[config.mk]
export PLATFORM = sky130hd
export DESIGN_NAME = irq_ctrl
export DESIGN_NICKNAME = d
export VERILOG_FILES = /design/src/verilog/irq_ctrl_pkg.sv /design/src/verilog/irq_ctrl.sv
export SDC_FILE = /design/constraint.sdc
export NUM_CORES = 1
export LEC_CHECK = 0
export BUFFER_PORTS_ARGS = -buffer_cell sky130_fd_sc_hd__buf_4
export CAP_MARGIN = 5
export CORE_AREA = 2 2 116 118
export CTS_CLUSTER_DIAMETER = 30
export DETAILED_ROUTE_END_ITERATION = 6
export DIE_AREA = 0 0 118 120
export GPL_ROUTABILITY_DRIVEN = 0
export PLACE_DENSITY = 0.74
export SYNTH_ARGS = -nofsm -noshare
export SYNTH_HDL_FRONTEND = slang
export SYNTH_SLANG_ARGS = --single-unit
export TNS_END_PERCENT = 100
[constraint.sdc]
create_clock -name clk_i -period 4.28 [get_ports clk_i]
set_clock_uncertainty 0.15 [all_clocks]
set_input_delay 0.214 -clock clk_i [delete_from_list [all_inputs] [get_ports clk_i]]
set_output_delay 0.214 -clock clk_i [all_outputs]
set_load 0.02 [all_outputs]
[src/verilog/irq_ctrl_pkg.sv]
// Constants, register map and carrier types of the two-level interrupt controller.
// Assumes a single 40 MHz clock shared with the CPU core and the register bus.
package irq_ctrl_pkg;

    // ========================================================================
    // Register map (index = printed offset, byte address = 4 * index)
    // ========================================================================
    localparam logic [1:0] IDX_VECTOR_CONTROL     = 2'h0;
    localparam logic [1:0] IDX_EXEC_FLAGS         = 2'h1;
    localparam logic [1:0] IDX_NORMAL_LAST_VECTOR = 2'h2;
    localparam logic [1:0] IDX_HIGH_VECTOR_SELECT = 2'h3;
    localparam int         ADDR_W                 = 4;

    localparam int         BIT_ROUND_ROBIN        = 0;
    localparam int         BIT_COMPACT_TABLE      = 5;
    localparam int         BIT_VECTOR_PLACEMENT   = 6;
    localparam int         BIT_NORMAL_EXEC        = 0;
    localparam int         BIT_HIGH_EXEC          = 1;
    localparam int         BIT_NMI_EXEC           = 7;
    localparam logic [7:0] REG_RESET              = 8'h00;

    // ========================================================================
    // Sources and vector table
    // ========================================================================
    localparam int          NUM_LINES       = 32;
    localparam int          IDX_W           = 5;
    // Device dependent set of non-maskable lines, not software configurable
    localparam logic [31:0] NMI_LINE_MASK   = 32'h0000_0001;
    localparam logic [7:0]  NO_HIGH_VECTOR  = 8'h00;
    localparam logic [7:0]  COMPACT_NMI_VEC = 8'h01;
    localparam logic [7:0]  COMPACT_HI_VEC  = 8'h02;
    localparam logic [7:0]  COMPACT_NRM_VEC = 8'h03;
    localparam logic [15:0] VECTOR_STRIDE   = 16'h0002;
    localparam logic [15:0] BOOT_BLOCK_WORDS = 16'h0080;

    // ========================================================================
    // Timing, in CPU clock cycles
    // ========================================================================
    localparam int CLK_HZ           = 40_000_000;
    localparam int PUSH_CYC         = 2;
    localparam int SLEEP_EXTRA_CYC  = 5;
    localparam int RETURN_CYC_SHORT = 4;
    localparam int RETURN_CYC_LONG  = 5;
    localparam bit WIDE_PC          = 1'b0;
    localparam int RETURN_CYC       = WIDE_PC ? RETURN_CYC_LONG : RETURN_CYC_SHORT;
    localparam int CCP_WINDOW_INSTR = 4;
    localparam int CNT_W            = 9;

    typedef enum logic [1:0] {
        LEV_NMI,
        LEV_HIGH,
        LEV_NORMAL
    } level_t;

    typedef struct packed {
        level_t      level;
        logic [7:0]  vector;
        logic [15:0] address;
    } jump_t;

endpackage

[src/verilog/irq_ctrl.sv]
// Two-level interrupt controller: arbitration, dispatch timing, register file.
// Assumes the CPU core signals finished instructions, return instructions
// and protection key writes as one-cycle pulses on clk_i, and sleep state as a level.
//
// Summary of operation
// A request during sleep adds five cycles plus the sleep mode wake-up time.
// A return from a handler takes four or five cycles by program counter size.
// All sources except the non-maskable lines are normal level; one vector chosen by software becomes high level.
// High level preempts a running normal handler, which resumes afterwards.
// Non-maskable requests ignore and never change the global interrupt enable.
// No request of any level is taken while a non-maskable handler runs.
// Simultaneous non-maskable requests are taken lowest vector first.
// Without round-robin, the lowest pending normal vector wins.
// With round-robin, the last taken normal vector ranks lowest next time.
// Compact table sends NMI to 1, high to 2, all normal to 3.
// Protected bits change only within four instructions after the key write.
// Placement and compact bits need the key; round-robin bit does not.
// Placement bit picks application start (from fuse) or boot section start.
// Compact table bit enables the compact table, reset value zero.
// NMI executing flag is read-only, set in handler, cleared on its return.
// High executing flag stays set while preempted by NMI, clears on return.
// Normal executing flag stays set while preempted, clears on its return.
// Register at offset 2 records the last taken normal vector under round-robin.
// After reset, normal arbitration starts with lowest vector highest.
// High vector select is an eight-bit read-write register at 3, reset zero.
// High vector select of zero disables the high level.
// At least one instruction completes; minimum response is three cycles.
// Writes to the executing flags are ignored.
//
// Register access over Avalon-MM is this design's own decision.
`timescale 1ns/100ps

module irq_ctrl
    import irq_ctrl_pkg::*;
(
    input  wire logic                 clk_i,
    input  wire logic                 rst_b_i,
    input  wire logic [ADDR_W-1:0]    avs_address_i,
    input  wire logic                 avs_read_i,
    input  wire logic                 avs_write_i,
    input  wire logic [31:0]          avs_writedata_i,
    input  wire logic [3:0]           avs_byteenable_i,
    output logic      [31:0]          avs_readdata_o,
    output logic                      avs_waitrequest_o,
    input  wire logic [NUM_LINES-1:0] irq_line_i,
    input  wire logic                 global_enable_i,
    input  wire logic                 instr_done_i,
    input  wire logic                 return_from_interrupt_i,
    input  wire logic                 sleeping_i,
    input  wire logic [7:0]           wakeup_cycles_i,
    input  wire logic                 io_register_key_i,
    input  wire logic [7:0]           boot_section_end_fuse_i,
    output logic                      jump_valid_o,
    output jump_t                     jump_o,
    output logic                      return_done_o
);

    // ========================================================================
    // Helpers
    // ========================================================================
    function automatic logic [IDX_W-1:0] first_set(input logic [NUM_LINES-1:0] m);
        logic [IDX_W-1:0] idx;
        idx = '0;
        for (int i = NUM_LINES - 1; i >= 0; i--) begin
            if (m[i]) begin
                idx = IDX_W'(i);
            end
        end
        return idx;
    endfunction

    typedef enum logic [2:0] {
        ST_IDLE,
        ST_WAKE,
        ST_FINISH,
        ST_PUSH,
        ST_RETURN
    } state_t;

    localparam logic [CNT_W-1:0] PUSH_LOAD   = CNT_W'(PUSH_CYC - 1);
    localparam logic [CNT_W-1:0] RETURN_LOAD = CNT_W'(RETURN_CYC - 1);
    // Waking replaces the finishing cycle, so it runs one count past the five extra cycles
    localparam logic [CNT_W-1:0] SLEEP_LOAD  = CNT_W'(SLEEP_EXTRA_CYC);
    localparam logic [2:0]       CCP_LOAD    = 3'(CCP_WINDOW_INSTR);

    state_t           state_r;
    logic [CNT_W-1:0] cnt_r;
    logic             rr_en_r;
    logic             compact_r;
    logic             place_boot_r;
    logic             nmi_ex_r;
    logic             high_ex_r;
    logic             normal_ex_r;
    logic [7:0]       last_vec_r;
    logic [7:0]       high_vec_r;
    logic [2:0]       ccp_cnt_r;
    level_t           sel_level_r;
    logic [IDX_W-1:0] sel_idx_r;
    logic             wait_r;
    logic [31:0]      rdata_r;
    logic             jump_valid_r;
    jump_t            jump_r;
    logic             ret_done_r;

    // ========================================================================
    // Arbitration
    // ========================================================================
    wire logic [7:0]           high_idx_w   = high_vec_r - 8'h01;
    wire logic                 high_on_w    = (high_vec_r != NO_HIGH_VECTOR) &&
                                              (high_vec_r <= 8'(NUM_LINES));
    wire logic [NUM_LINES-1:0] high_hot_w   = high_on_w ? (NUM_LINES'(1) << high_idx_w[IDX_W-1:0])
                                                        : '0;
    wire logic [NUM_LINES-1:0] nmi_pend_w   = irq_line_i & NMI_LINE_MASK;
    wire logic [NUM_LINES-1:0] high_pend_w  = irq_line_i & high_hot_w & ~NMI_LINE_MASK;
    wire logic [NUM_LINES-1:0] norm_pend_w  = irq_line_i & ~high_hot_w & ~NMI_LINE_MASK;
    logic      [NUM_LINES-1:0] above_last_w;
    always_comb begin
        for (int i = 0; i < NUM_LINES; i++) begin
            above_last_w[i] = (9'(i) + 9'h001) > {1'b0, last_vec_r};
        end
    end
    wire logic [NUM_LINES-1:0] rr_pend_w    = norm_pend_w & above_last_w;
    wire logic [NUM_LINES-1:0] norm_pick_w  = (rr_en_r && (|rr_pend_w)) ? rr_pend_w
                                                                        : norm_pend_w;
    // Non-maskable ignores the global enable and any other running level
    wire logic                 nmi_go_w     = (|nmi_pend_w) && !nmi_ex_r;
    wire logic                 high_go_w    = (|high_pend_w) && global_enable_i &&
                                              !nmi_ex_r && !high_ex_r;
    wire logic                 norm_go_w    = (|norm_pend_w) && global_enable_i &&
                                              !nmi_ex_r && !high_ex_r && !normal_ex_r;
    wire logic                 start_w      = nmi_go_w || high_go_w || norm_go_w;
    wire level_t               pick_level_w = nmi_go_w  ? LEV_NMI  :
                                              high_go_w ? LEV_HIGH : LEV_NORMAL;
    wire logic [IDX_W-1:0]     pick_idx_w   = nmi_go_w  ? first_set(nmi_pend_w) :
                                              high_go_w ? high_idx_w[IDX_W-1:0] :
                                                          first_set(norm_pick_w);

    // ========================================================================
    // Vector table
    // ========================================================================
    wire logic [7:0]  full_vec_w    = 8'(sel_idx_r) + 8'h01;
    wire logic [7:0]  compact_vec_w = (sel_level_r == LEV_NMI)  ? COMPACT_NMI_VEC :
                                      (sel_level_r == LEV_HIGH) ? COMPACT_HI_VEC  : COMPACT_NRM_VEC;
    wire logic [7:0]  table_vec_w   = compact_r ? compact_vec_w : full_vec_w;
    wire logic [15:0] app_base_w    = {8'h00, boot_section_end_fuse_i} * BOOT_BLOCK_WORDS;
    wire logic [15:0] table_base_w  = place_boot_r ? 16'h0000 : app_base_w;
    wire logic [15:0] vec_addr_w    = table_base_w + ({8'h00, table_vec_w} * VECTOR_STRIDE);

    // ========================================================================
    // Dispatch and return sequencer
    // ========================================================================
    wire logic  ret_go_w     = (state_r == ST_IDLE) && return_from_interrupt_i;
    wire logic  disp_go_w    = (state_r == ST_IDLE) && !return_from_interrupt_i && start_w;
    wire logic  cnt_zero_w   = (cnt_r == '0);
    wire logic  jump_fire_w  = (state_r == ST_PUSH) && cnt_zero_w;
    wire logic  ret_fire_w   = (state_r == ST_RETURN) && cnt_zero_w;
    wire logic  wake_load_w  = sleeping_i;
    wire logic [CNT_W-1:0] wake_cnt_w = SLEEP_LOAD + {1'b0, wakeup_cycles_i};

    always_ff @(posedge clk_i or negedge rst_b_i) begin
        if (!rst_b_i) begin
            state_r     <= ST_IDLE;
            cnt_r       <= '0;
            sel_level_r <= LEV_NORMAL;
            sel_idx_r   <= '0;
        end else begin
            unique case (state_r)
                ST_IDLE: begin
                    if (ret_go_w) begin
                        state_r <= ST_RETURN;
                        cnt_r   <= RETURN_LOAD;
                    end else if (disp_go_w) begin
                        sel_level_r <= pick_level_w;
                        sel_idx_r   <= pick_idx_w;
                        state_r     <= wake_load_w ? ST_WAKE : ST_FINISH;
                        cnt_r       <= wake_cnt_w;
                    end
                end
                ST_WAKE: begin
                    if (cnt_zero_w) begin
                        state_r <= ST_PUSH;
                        cnt_r   <= PUSH_LOAD;
                    end else begin
                        cnt_r <= cnt_r - 1'b1;
                    end
                end
                ST_FINISH: begin
                    if (instr_done_i) begin
                        state_r <= ST_PUSH;
                        cnt_r   <= PUSH_LOAD;
                    end
                end
                ST_PUSH, ST_RETURN: begin
                    if (cnt_zero_w) begin
                        state_r <= ST_IDLE;
                    end else begin
                        cnt_r <= cnt_r - 1'b1;
                    end
                end
            endcase
        end
    end

    always_ff @(posedge clk_i or negedge rst_b_i) begin
        if (!rst_b_i) begin
            jump_valid_r <= 1'b0;
            jump_r       <= '0;
            ret_done_r   <= 1'b0;
        end else begin
            jump_valid_r <= jump_fire_w;
            ret_done_r   <= ret_fire_w;
            if (jump_fire_w) begin
                jump_r <= '{level: sel_level_r, vector: table_vec_w, address: vec_addr_w};
            end
        end
    end

    // ========================================================================
    // Executing-level flags: a return clears the innermost running level
    // ========================================================================
    always_ff @(posedge clk_i or negedge rst_b_i) begin
        if (!rst_b_i) begin
            nmi_ex_r    <= 1'b0;
            high_ex_r   <= 1'b0;
            normal_ex_r <= 1'b0;
        end else if (jump_fire_w) begin
            nmi_ex_r    <= nmi_ex_r    || (sel_level_r == LEV_NMI);
            high_ex_r   <= high_ex_r   || (sel_level_r == LEV_HIGH);
            normal_ex_r <= normal_ex_r || (sel_level_r == LEV_NORMAL);
        end else if (ret_fire_w) begin
            if (nmi_ex_r) begin
                nmi_ex_r <= 1'b0;
            end else if (high_ex_r) begin
                high_ex_r <= 1'b0;
            end else begin
                normal_ex_r <= 1'b0;
            end
        end
    end

    // ========================================================================
    // Configuration change protection window, counted in instructions
    // ========================================================================
    wire logic ccp_open_w = (ccp_cnt_r != 3'h0);
    always_ff @(posedge clk_i or negedge rst_b_i) begin
        if (!rst_b_i) begin
            ccp_cnt_r <= 3'h0;
        end else if (io_register_key_i) begin
            ccp_cnt_r <= CCP_LOAD;
        end else if (instr_done_i && ccp_open_w) begin
            ccp_cnt_r <= ccp_cnt_r - 3'h1;
        end
    end

    // ========================================================================
    // Avalon-MM slave: one wait cycle, then the access completes
    // ========================================================================
    wire logic [1:0] idx_w      = avs_address_i[ADDR_W-1:2];
    wire logic       req_w      = avs_read_i || avs_write_i;
    wire logic       wr_fire_w  = avs_write_i && !wait_r && avs_byteenable_i[0];
    wire logic [7:0] wdata_w    = avs_writedata_i[7:0];
    wire logic [7:0] ctrl_rd_w  = (8'(place_boot_r) << BIT_VECTOR_PLACEMENT) |
                                  (8'(compact_r) << BIT_COMPACT_TABLE) | (8'(rr_en_r) << BIT_ROUND_ROBIN);
    wire logic [7:0] flags_rd_w = (8'(nmi_ex_r) << BIT_NMI_EXEC) | (8'(high_ex_r) << BIT_HIGH_EXEC) |
                                  (8'(normal_ex_r) << BIT_NORMAL_EXEC);
    wire logic [7:0] rd_mux_w   = (idx_w == IDX_VECTOR_CONTROL)     ? ctrl_rd_w  :
                                  (idx_w == IDX_EXEC_FLAGS)         ? flags_rd_w :
                                  (idx_w == IDX_NORMAL_LAST_VECTOR) ? last_vec_r : high_vec_r;
    wire logic       rr_rec_w   = jump_fire_w && (sel_level_r == LEV_NORMAL) && rr_en_r;

    always_ff @(posedge clk_i or negedge rst_b_i) begin
        if (!rst_b_i) begin
            wait_r  <= 1'b1;
            rdata_r <= '0;
        end else begin
            wait_r <= !(req_w && wait_r);
            if (avs_read_i && wait_r) begin
                rdata_r <= {24'h00_0000, rd_mux_w};
            end
        end
    end

    always_ff @(posedge clk_i or negedge rst_b_i) begin
        if (!rst_b_i) begin
            rr_en_r      <= REG_RESET[BIT_ROUND_ROBIN];
            compact_r    <= REG_RESET[BIT_COMPACT_TABLE];
            place_boot_r <= REG_RESET[BIT_VECTOR_PLACEMENT];
            last_vec_r   <= REG_RESET;
            high_vec_r   <= REG_RESET;
        end else begin
            if (wr_fire_w && idx_w == IDX_VECTOR_CONTROL) begin
                rr_en_r <= wdata_w[BIT_ROUND_ROBIN];
                if (ccp_open_w) begin
                    compact_r    <= wdata_w[BIT_COMPACT_TABLE];
                    place_boot_r <= wdata_w[BIT_VECTOR_PLACEMENT];
                end
            end
            // Hardware record wins over a coincident software write
            if (rr_rec_w) begin
                last_vec_r <= full_vec_w;
            end else if (wr_fire_w && idx_w == IDX_NORMAL_LAST_VECTOR) begin
                last_vec_r <= wdata_w;
            end
            if (wr_fire_w && idx_w == IDX_HIGH_VECTOR_SELECT) begin
                high_vec_r <= wdata_w;
            end
        end
    end

    assign avs_waitrequest_o = wait_r;
    assign avs_readdata_o    = rdata_r;
    assign jump_valid_o      = jump_valid_r;
    assign jump_o            = jump_r;
    assign return_done_o     = ret_done_r;
endmodule

After elaboration in Yosys (flattened, before gate mapping)
Cells that the tools add are included.
{"block": "word_totals", "ff_bits": 81, "input_bits": 97, "output_inout_bits": 61, "word_cells": 212}
{"block": "op_classes", "n_addsub": 6, "magnitude_cmp": 33, "n_eq_ne": 16, "shifts": 1, "muxes": 71, "n_bitwise": 9, "reduce_logical": 56}
{"operator": "$mux W5", "count": 34}
{"operator": "$gt A5 B8 Y1 const A", "count": 16}
{"operator": "$and A32 B32 Y32", "count": 3}
{"operator": "$gt A4 B8 Y1 const A", "count": 8}
{"operator": "$mux W32", "count": 2}
{"operator": "$reduce_or A31 Y1", "count": 2}
{"operator": "$mux W9", "count": 5}
{"operator": "$mux W8", "count": 5}
{"operator": "$pmux W9 S4", "count": 1}
{"operator": "$gt A3 B8 Y1 const A", "count": 4}
{"operator": "$not A32 Y32", "count": 1}
{"operator": "$reduce_or A32 Y1", "count": 1}
{"operator": "$shl A1 B5 Y32 const A", "count": 1}
{"operator": "$logic_and A1 B1 Y1", "count": 25}
{"operator": "$mux W3", "count": 7}
{"operator": "$add A15 B7 Y16", "count": 1}
{"operator": "$gt A2 B8 Y1 const A", "count": 2}
{"operator": "$mux W15", "count": 1}
{"operator": "$pmux W3 S4", "count": 1}
{"operator": "$mux W1", "count": 10}
{"operator": "$add A3 B8 Y9 const A", "count": 1}
{"operator": "$logic_not A9 Y1", "count": 1}
{"operator": "$reduce_and A3 Y1", "count": 3}
{"operator": "$sub A9 B1 Y9 const B", "count": 1}
{"operator": "31 further kinds", "count": 56}

Longest topological paths before layout
{"block": "depth", "ltp_word": 43, "mapped_depth": 20, "depth_no_buf": 14}

Least setup slack after synthesis
No wires, ideal clock.
{"block": "synth_path", "path_type": "reg-to-reg", "from": "register high_vec_r[0]", "to": "register sel_idx_r[0]", "setup_time_ns": 0.123, "arrival_time_ns": 4.041, "required_ns": 4.007, "path_slack_ns": -0.034, "stages_incl_launch_ff": 20, "n_path_buf": 5, "period_less_slack_ns": 4.314, "cell_sequence": "dfrtp_1 > buf_2 > inv_1 > ha_1 > buf_6 > nor3b_4 > xnor2_1 > clkbuf_1 > o2111ai_1 > a32oi_1 > a211oi_1 > or4b_4 > o31a_1 > buf_6 > buf_6 > a21oi_1 > a211oi_1 > o31ai_1 > a31oi_1 > o221a_1"}
{"block": "synth_between", "elab_chain_cells": 43, "word_cells_on_any_way": 60, "classes_between": "add/sub (1); order compare (1); shift (1); mux (36); bitwise (4); reduce/logical (17)"}
{"element": "start, declared", "line": "irq_ctrl.sv:95", "text": "logic [7:0] high_vec_r;"}
{"element": "start signal, assigned", "line": "irq_ctrl.sv:305", "text": "high_vec_r <= wdata_w;"}
{"element": "$le A8 B6 Y1 (tied with other cells)", "line": "irq_ctrl.sv:110", "text": "(high_vec_r <= 8'(NUM_LINES));"}
{"element": "$logic_and A1 B1 Y1 or $shl A1 B5 Y32 (tied branches)", "line": "irq_ctrl.sv:109, irq_ctrl.sv:111"}
{"element": "$mux W32", "line": "irq_ctrl.sv:111", "text": "wire logic [NUM_LINES-1:0] high_hot_w = high_on_w ? (NUM_LINES'(1) << high_idx_w[IDX_W-1:0])"}
{"element": "$not A32 Y32", "line": "irq_ctrl.sv:115", "text": "wire logic [NUM_LINES-1:0] norm_pend_w = irq_line_i & ~high_hot_w & ~NMI_LINE_MASK;"}
{"element": "$and A32 B32 Y32", "line": "irq_ctrl.sv:115"}
{"element": "$and A32 B32 Y32", "line": "irq_ctrl.sv:122", "text": "wire logic [NUM_LINES-1:0] rr_pend_w = norm_pend_w & above_last_w;"}
{"element": "$reduce_or A32 Y1", "line": "irq_ctrl.sv:123", "text": "wire logic [NUM_LINES-1:0] norm_pick_w = (rr_en_r && (|rr_pend_w)) ? rr_pend_w"}
{"element": "$logic_and A1 B1 Y1", "line": "irq_ctrl.sv:123"}
{"element": "$mux W32", "line": "irq_ctrl.sv:123"}
{"element": "$mux W5 (32 in a row)", "line": "irq_ctrl.sv:65", "text": "if (m[i]) begin"}
{"element": "$mux W5", "line": "irq_ctrl.sv:135", "text": "high_go_w ? high_idx_w[IDX_W-1:0] :"}
{"element": "$mux W5", "line": "irq_ctrl.sv:134", "text": "wire logic [IDX_W-1:0] pick_idx_w = nmi_go_w ? first_set(nmi_pend_w) :"}
{"element": "end signal, assigned", "line": "irq_ctrl.sv:174", "text": "sel_idx_r <= pick_idx_w;"}
{"element": "end, declared", "line": "irq_ctrl.sv:98", "text": "logic [IDX_W-1:0] sel_idx_r;"}
Parallel ways exist; a longest one is shown, timed or not.
A chain may end at the register's enable or synchronous reset.

Final worst setup path
Ends and elaborated chain as after synthesis.

==> flow_metrics.py <==
metrics = {
    "route": {
        "vias": 6993,
        "wire_per_inst_um": 18.3,
        "drt_first_pass_iters": 7,
        "routed_via_density": 6.13,
        "dr.first_iter.drc_count": 904,
        "drtAntennaViolNets": 0,
        "drcViolationCount": 0,
        "routed_wl_um": 20900,
    },
    "sta": {
        "max-slew-margin-rel_pct": 40.1,
        "setup_viol": 5,
        "tightest_slew_ns": 0.899,
        "period_needed_ns": 4.38,
        "max_freq_mhz": 228,
        "hold_slack_ns": 0.000920,
        "fin_crit_sh_pct": 102,
        "hold_viol": 0,
        "rsz0062_at_grt": "yes",
        "maxSlewViolCount": 0,
        "tns_ns": -0.319,
        "worst_slack_ns": -0.102,
    },
    "worst_setup_path": {
        "crit_start": "high_vec_r[0]$_DFFE_PN0P_",
        "cp_slowest_cell": "or4b_4",
        "cp-start-kind": "flip-flop",
        "cp.arrival_ns": 4.45,
        "cp.required_ns": 4.35,
        "max_stage_delay_ns": 0.49,
        "critPathBufInv": 4,
        "reg2reg_from": "high_vec_r[0]$_DFFE_PN0P_",
        "r2r_slack_ns": -0.10,
        "cpMostUsedCell": "buf_6",
        "critPathCaptureType": "flip-flop",
        "worstSetupPathType": "flip-flop to flip-flop",
        "r2r-end": "sel_idx_r[0]$_DFFE_PN0P_",
        "worstRegToRegCells": 17,
        "worstPathMaxFanout": 7,
        "cp_cell_sequence": "inv_2 -> ha_4 -> buf_6 -> or3b_1 -> o31a_1 -> buf_6 -> o31ai_4 -> nor3_2 -> or2_1 -> or4b_4 -> o31a_1 -> buf_6 -> mux2i_2 -> a211oi_2 -> o31ai_2 -> a31oi_1 -> o221a_1",
        "path_delay_family": "compound AO/OA/AOI/OAI gates",
    },
    "grt": {
        "grt-ovfl-total": 0,
        "antenna_found_initial": 0,
        "grt_usage_pct": 28.6,
        "grt_max_degree": 72,
        "grt_pass1_wl_um": 32500,
        "grt_pass1_vias": 6452,
    },
    "yosys": {
        "syn_avg_cell_area_um2": 7.82,
        "synthCells": 797,
        "synth-seq-area-share_pct": 28.5,
        "yosys.area.top_type": "dfrtp_1",
        "synth_cell_types": 85,
        "synthTopCellsByCount": "nand2_1, o21ai_0, dfrtp_1, nor2_1, a21oi_1",
        "async_reset_ff_share_pct": 100,
        "synth_seq_cells": 71,
        "synthFlopType": "dfrtp_1",
        "synth_most_common_cell": "nand2_1",
        "synth_top_area_share_pct": 27.7,
        "synth_edf_count": 0,
        "syn-cell-area_um2": 6230,
        "netlist_top_cells_area": "dfrtp_1, nand2_1, o21ai_0",
        "yosysWarningCount": 0,
    },
    "status": {
        "status": "finished, violations left",
        "violations": "negative setup slack",
    },
    "clock_network": {
        "clockRootBuffer": "clkbuf_16",
        "cts_num_sinks": 71,
        "cts_tree": "yes",
        "h-tree-depth": 3,
        "cts_buffers": 9,
        "clock_path_buffers": 2,
        "clk-insertion-delay-late_ns": 0.33,
        "clkTransAtPathRegs_ns": 0.06,
    },
    "min_path": {
        "worstHoldEndpoint": "jump_o[12]$_DFFE_PN0P_",
        "min_from": "boot_section_end_fuse_i[5]",
        "hold_class": "input port to flip-flop",
        "holdPathStages": 3,
    },
    "die": {
        "start_util_pct": 48.0,
        "fp.coreArea_um2": 13000,
        "die_w_um": 118,
        "dieHeight_um": 120,
        "pin_count": 158,
        "dieArea_um2": 14200,
        "placementRows": 42,
    },
    "finish": {
        "ff_latch_area_um2": 1780,
        "drive_above_1_share_pct": 28.0,
        "fin_util_pct": 63.3,
        "multi_input_area_um2": 4160,
        "synthToLayoutAreaGrowth_pct": 31.9,
        "nNetsFinal": 1066,
        "fillers": 1092,
        "antenna_cells": 0,
    },
    "job": {
        "cap_violations": 0,
    },
    "power": {
        "p_per_area_nw_per_um2": 655,
        "leakage_uw": 0.00361,
        "fin_total_pwr_uw": 5380,
        "irDropWorstVdd_mv": 0.249,
    },
    "place": {
        "dp_hpwl_um": 15500,
        "port_buffers": 100,
    },
}
==> cells by family after synthesis <==
| kind of cell | share of synthesized area, % |
|---|---|
| simple gates | 23.0 |
| xor+xnor | 1.97 |
| other cells | 0.0601 |
| mux | 5.26 |
| flops | 28.5 |
| compound gates | 30.1 |
| buf+inv | 8.93 |
| fa+ha+maj | 2.17 |
==> where the power goes <==
group	total, uW	internal (uW)	switching [uW]
clock	980	702	279
sequential	1250	920	330
combinational	3150	1370	1790
total	5380	2990	2400
==> tightest hold or removal path: cells and delay by family <==
family | cells | cell delay, ns
AND/OR/NAND/NOR | 1 | 0.05
buffers and inverters | 1 | 0.11
AO/OA/AOI/OAI | 1 | 0.06
==> worst max-delay path by stage <==
stage	endpoint	cells past startpoint
floorplan	sel_idx_r[0]$_DFFE_PN0P_	19
global placement	sel_idx_r[0]$_DFFE_PN0P_	16
detailed placement	sel_idx_r[2]$_DFFE_PN0P_	16
CTS	sel_idx_r[2]$_DFFE_PN0P_	16
global route	sel_idx_r[1]$_DFFE_PN0P_	18
finish	sel_idx_r[0]$_DFFE_PN0P_	17
==> per-stage QoR <==
| stage | area [um2] | setup WS (ns) | cells |
|---|---|---|---|
| global placement | 7460 | 0.0662 | 1103 |
| CTS | 7990 | -0.00751 | 1132 |
| floorplan | 6340 | 0.0728 | 824 |
| finish | 8220 | -0.102 | 1140 |
| detailed placement | 7460 | 0.0384 | 1103 |
| global route | 8220 | -0.224 | 1140 |
==> per-layer routing <==
metal  global-route usage [%]  routed length [um]  up-vias
li1                         -                   -     3198
met1                     36.4                8210     3224
met2                     46.9                9470      447
met3                     5.23                2000      124
met4                     14.3                1190        0
met5                        0                   0        -
==> registers in the layout, indices dropped and copies added (netlist names), 2 cells and up <==
register and cells:
sel_idx_r 5, last_vec_r 8, sel_level_r 2, high_vec_r 8
cnt_r 9, state_r 3, avs_readdata_o 8, ccp_cnt_r 3
jump_o 16
==> layout by cell type, fill, tap and decap left out, drive strengths merged, types with 6 or more instances in the layout <==
cell           n
buf          190
nand2        105
o21ai         81
dfrtp         69
nor2          59
a21oi         52
conb          28
inv           27
nand2b        20
nand3         20
a22oi         18
mux2          17
o31ai         16
nor3          15
nor2b         13
a211oi        13
dlygate4sd3   11
mux2i         11
xnor2         10
o211ai        10
nand4         10
and2          10
ha            10
clkbuf        10
o31a           9
o2111ai        7
a21o           7
a32oi          6
or3            6
nor3b          6
==> cell type report <==
class | count | area share [%]
multi-input cells | 649 | 50.6
flip-flops and latches | 71 | 21.6
repair buffers | 201 | 19.1
clock buffers | 10 | 2.91
well taps | 176 | 2.68
clock inverters | 6 | 1.89
inverters | 27 | 1.23
==> what timing repair did <==
action                                  4_1_cts  5_1_grt
resized for setup                             1       45
buffers inserted                              2        8
pin swaps                                     0       23
endpoints found under the hold margin        82        0
hold buffers                                 11        0
endpoints found under the setup margin        2       16
Note: power is estimated with default switching activity, not from simulation.
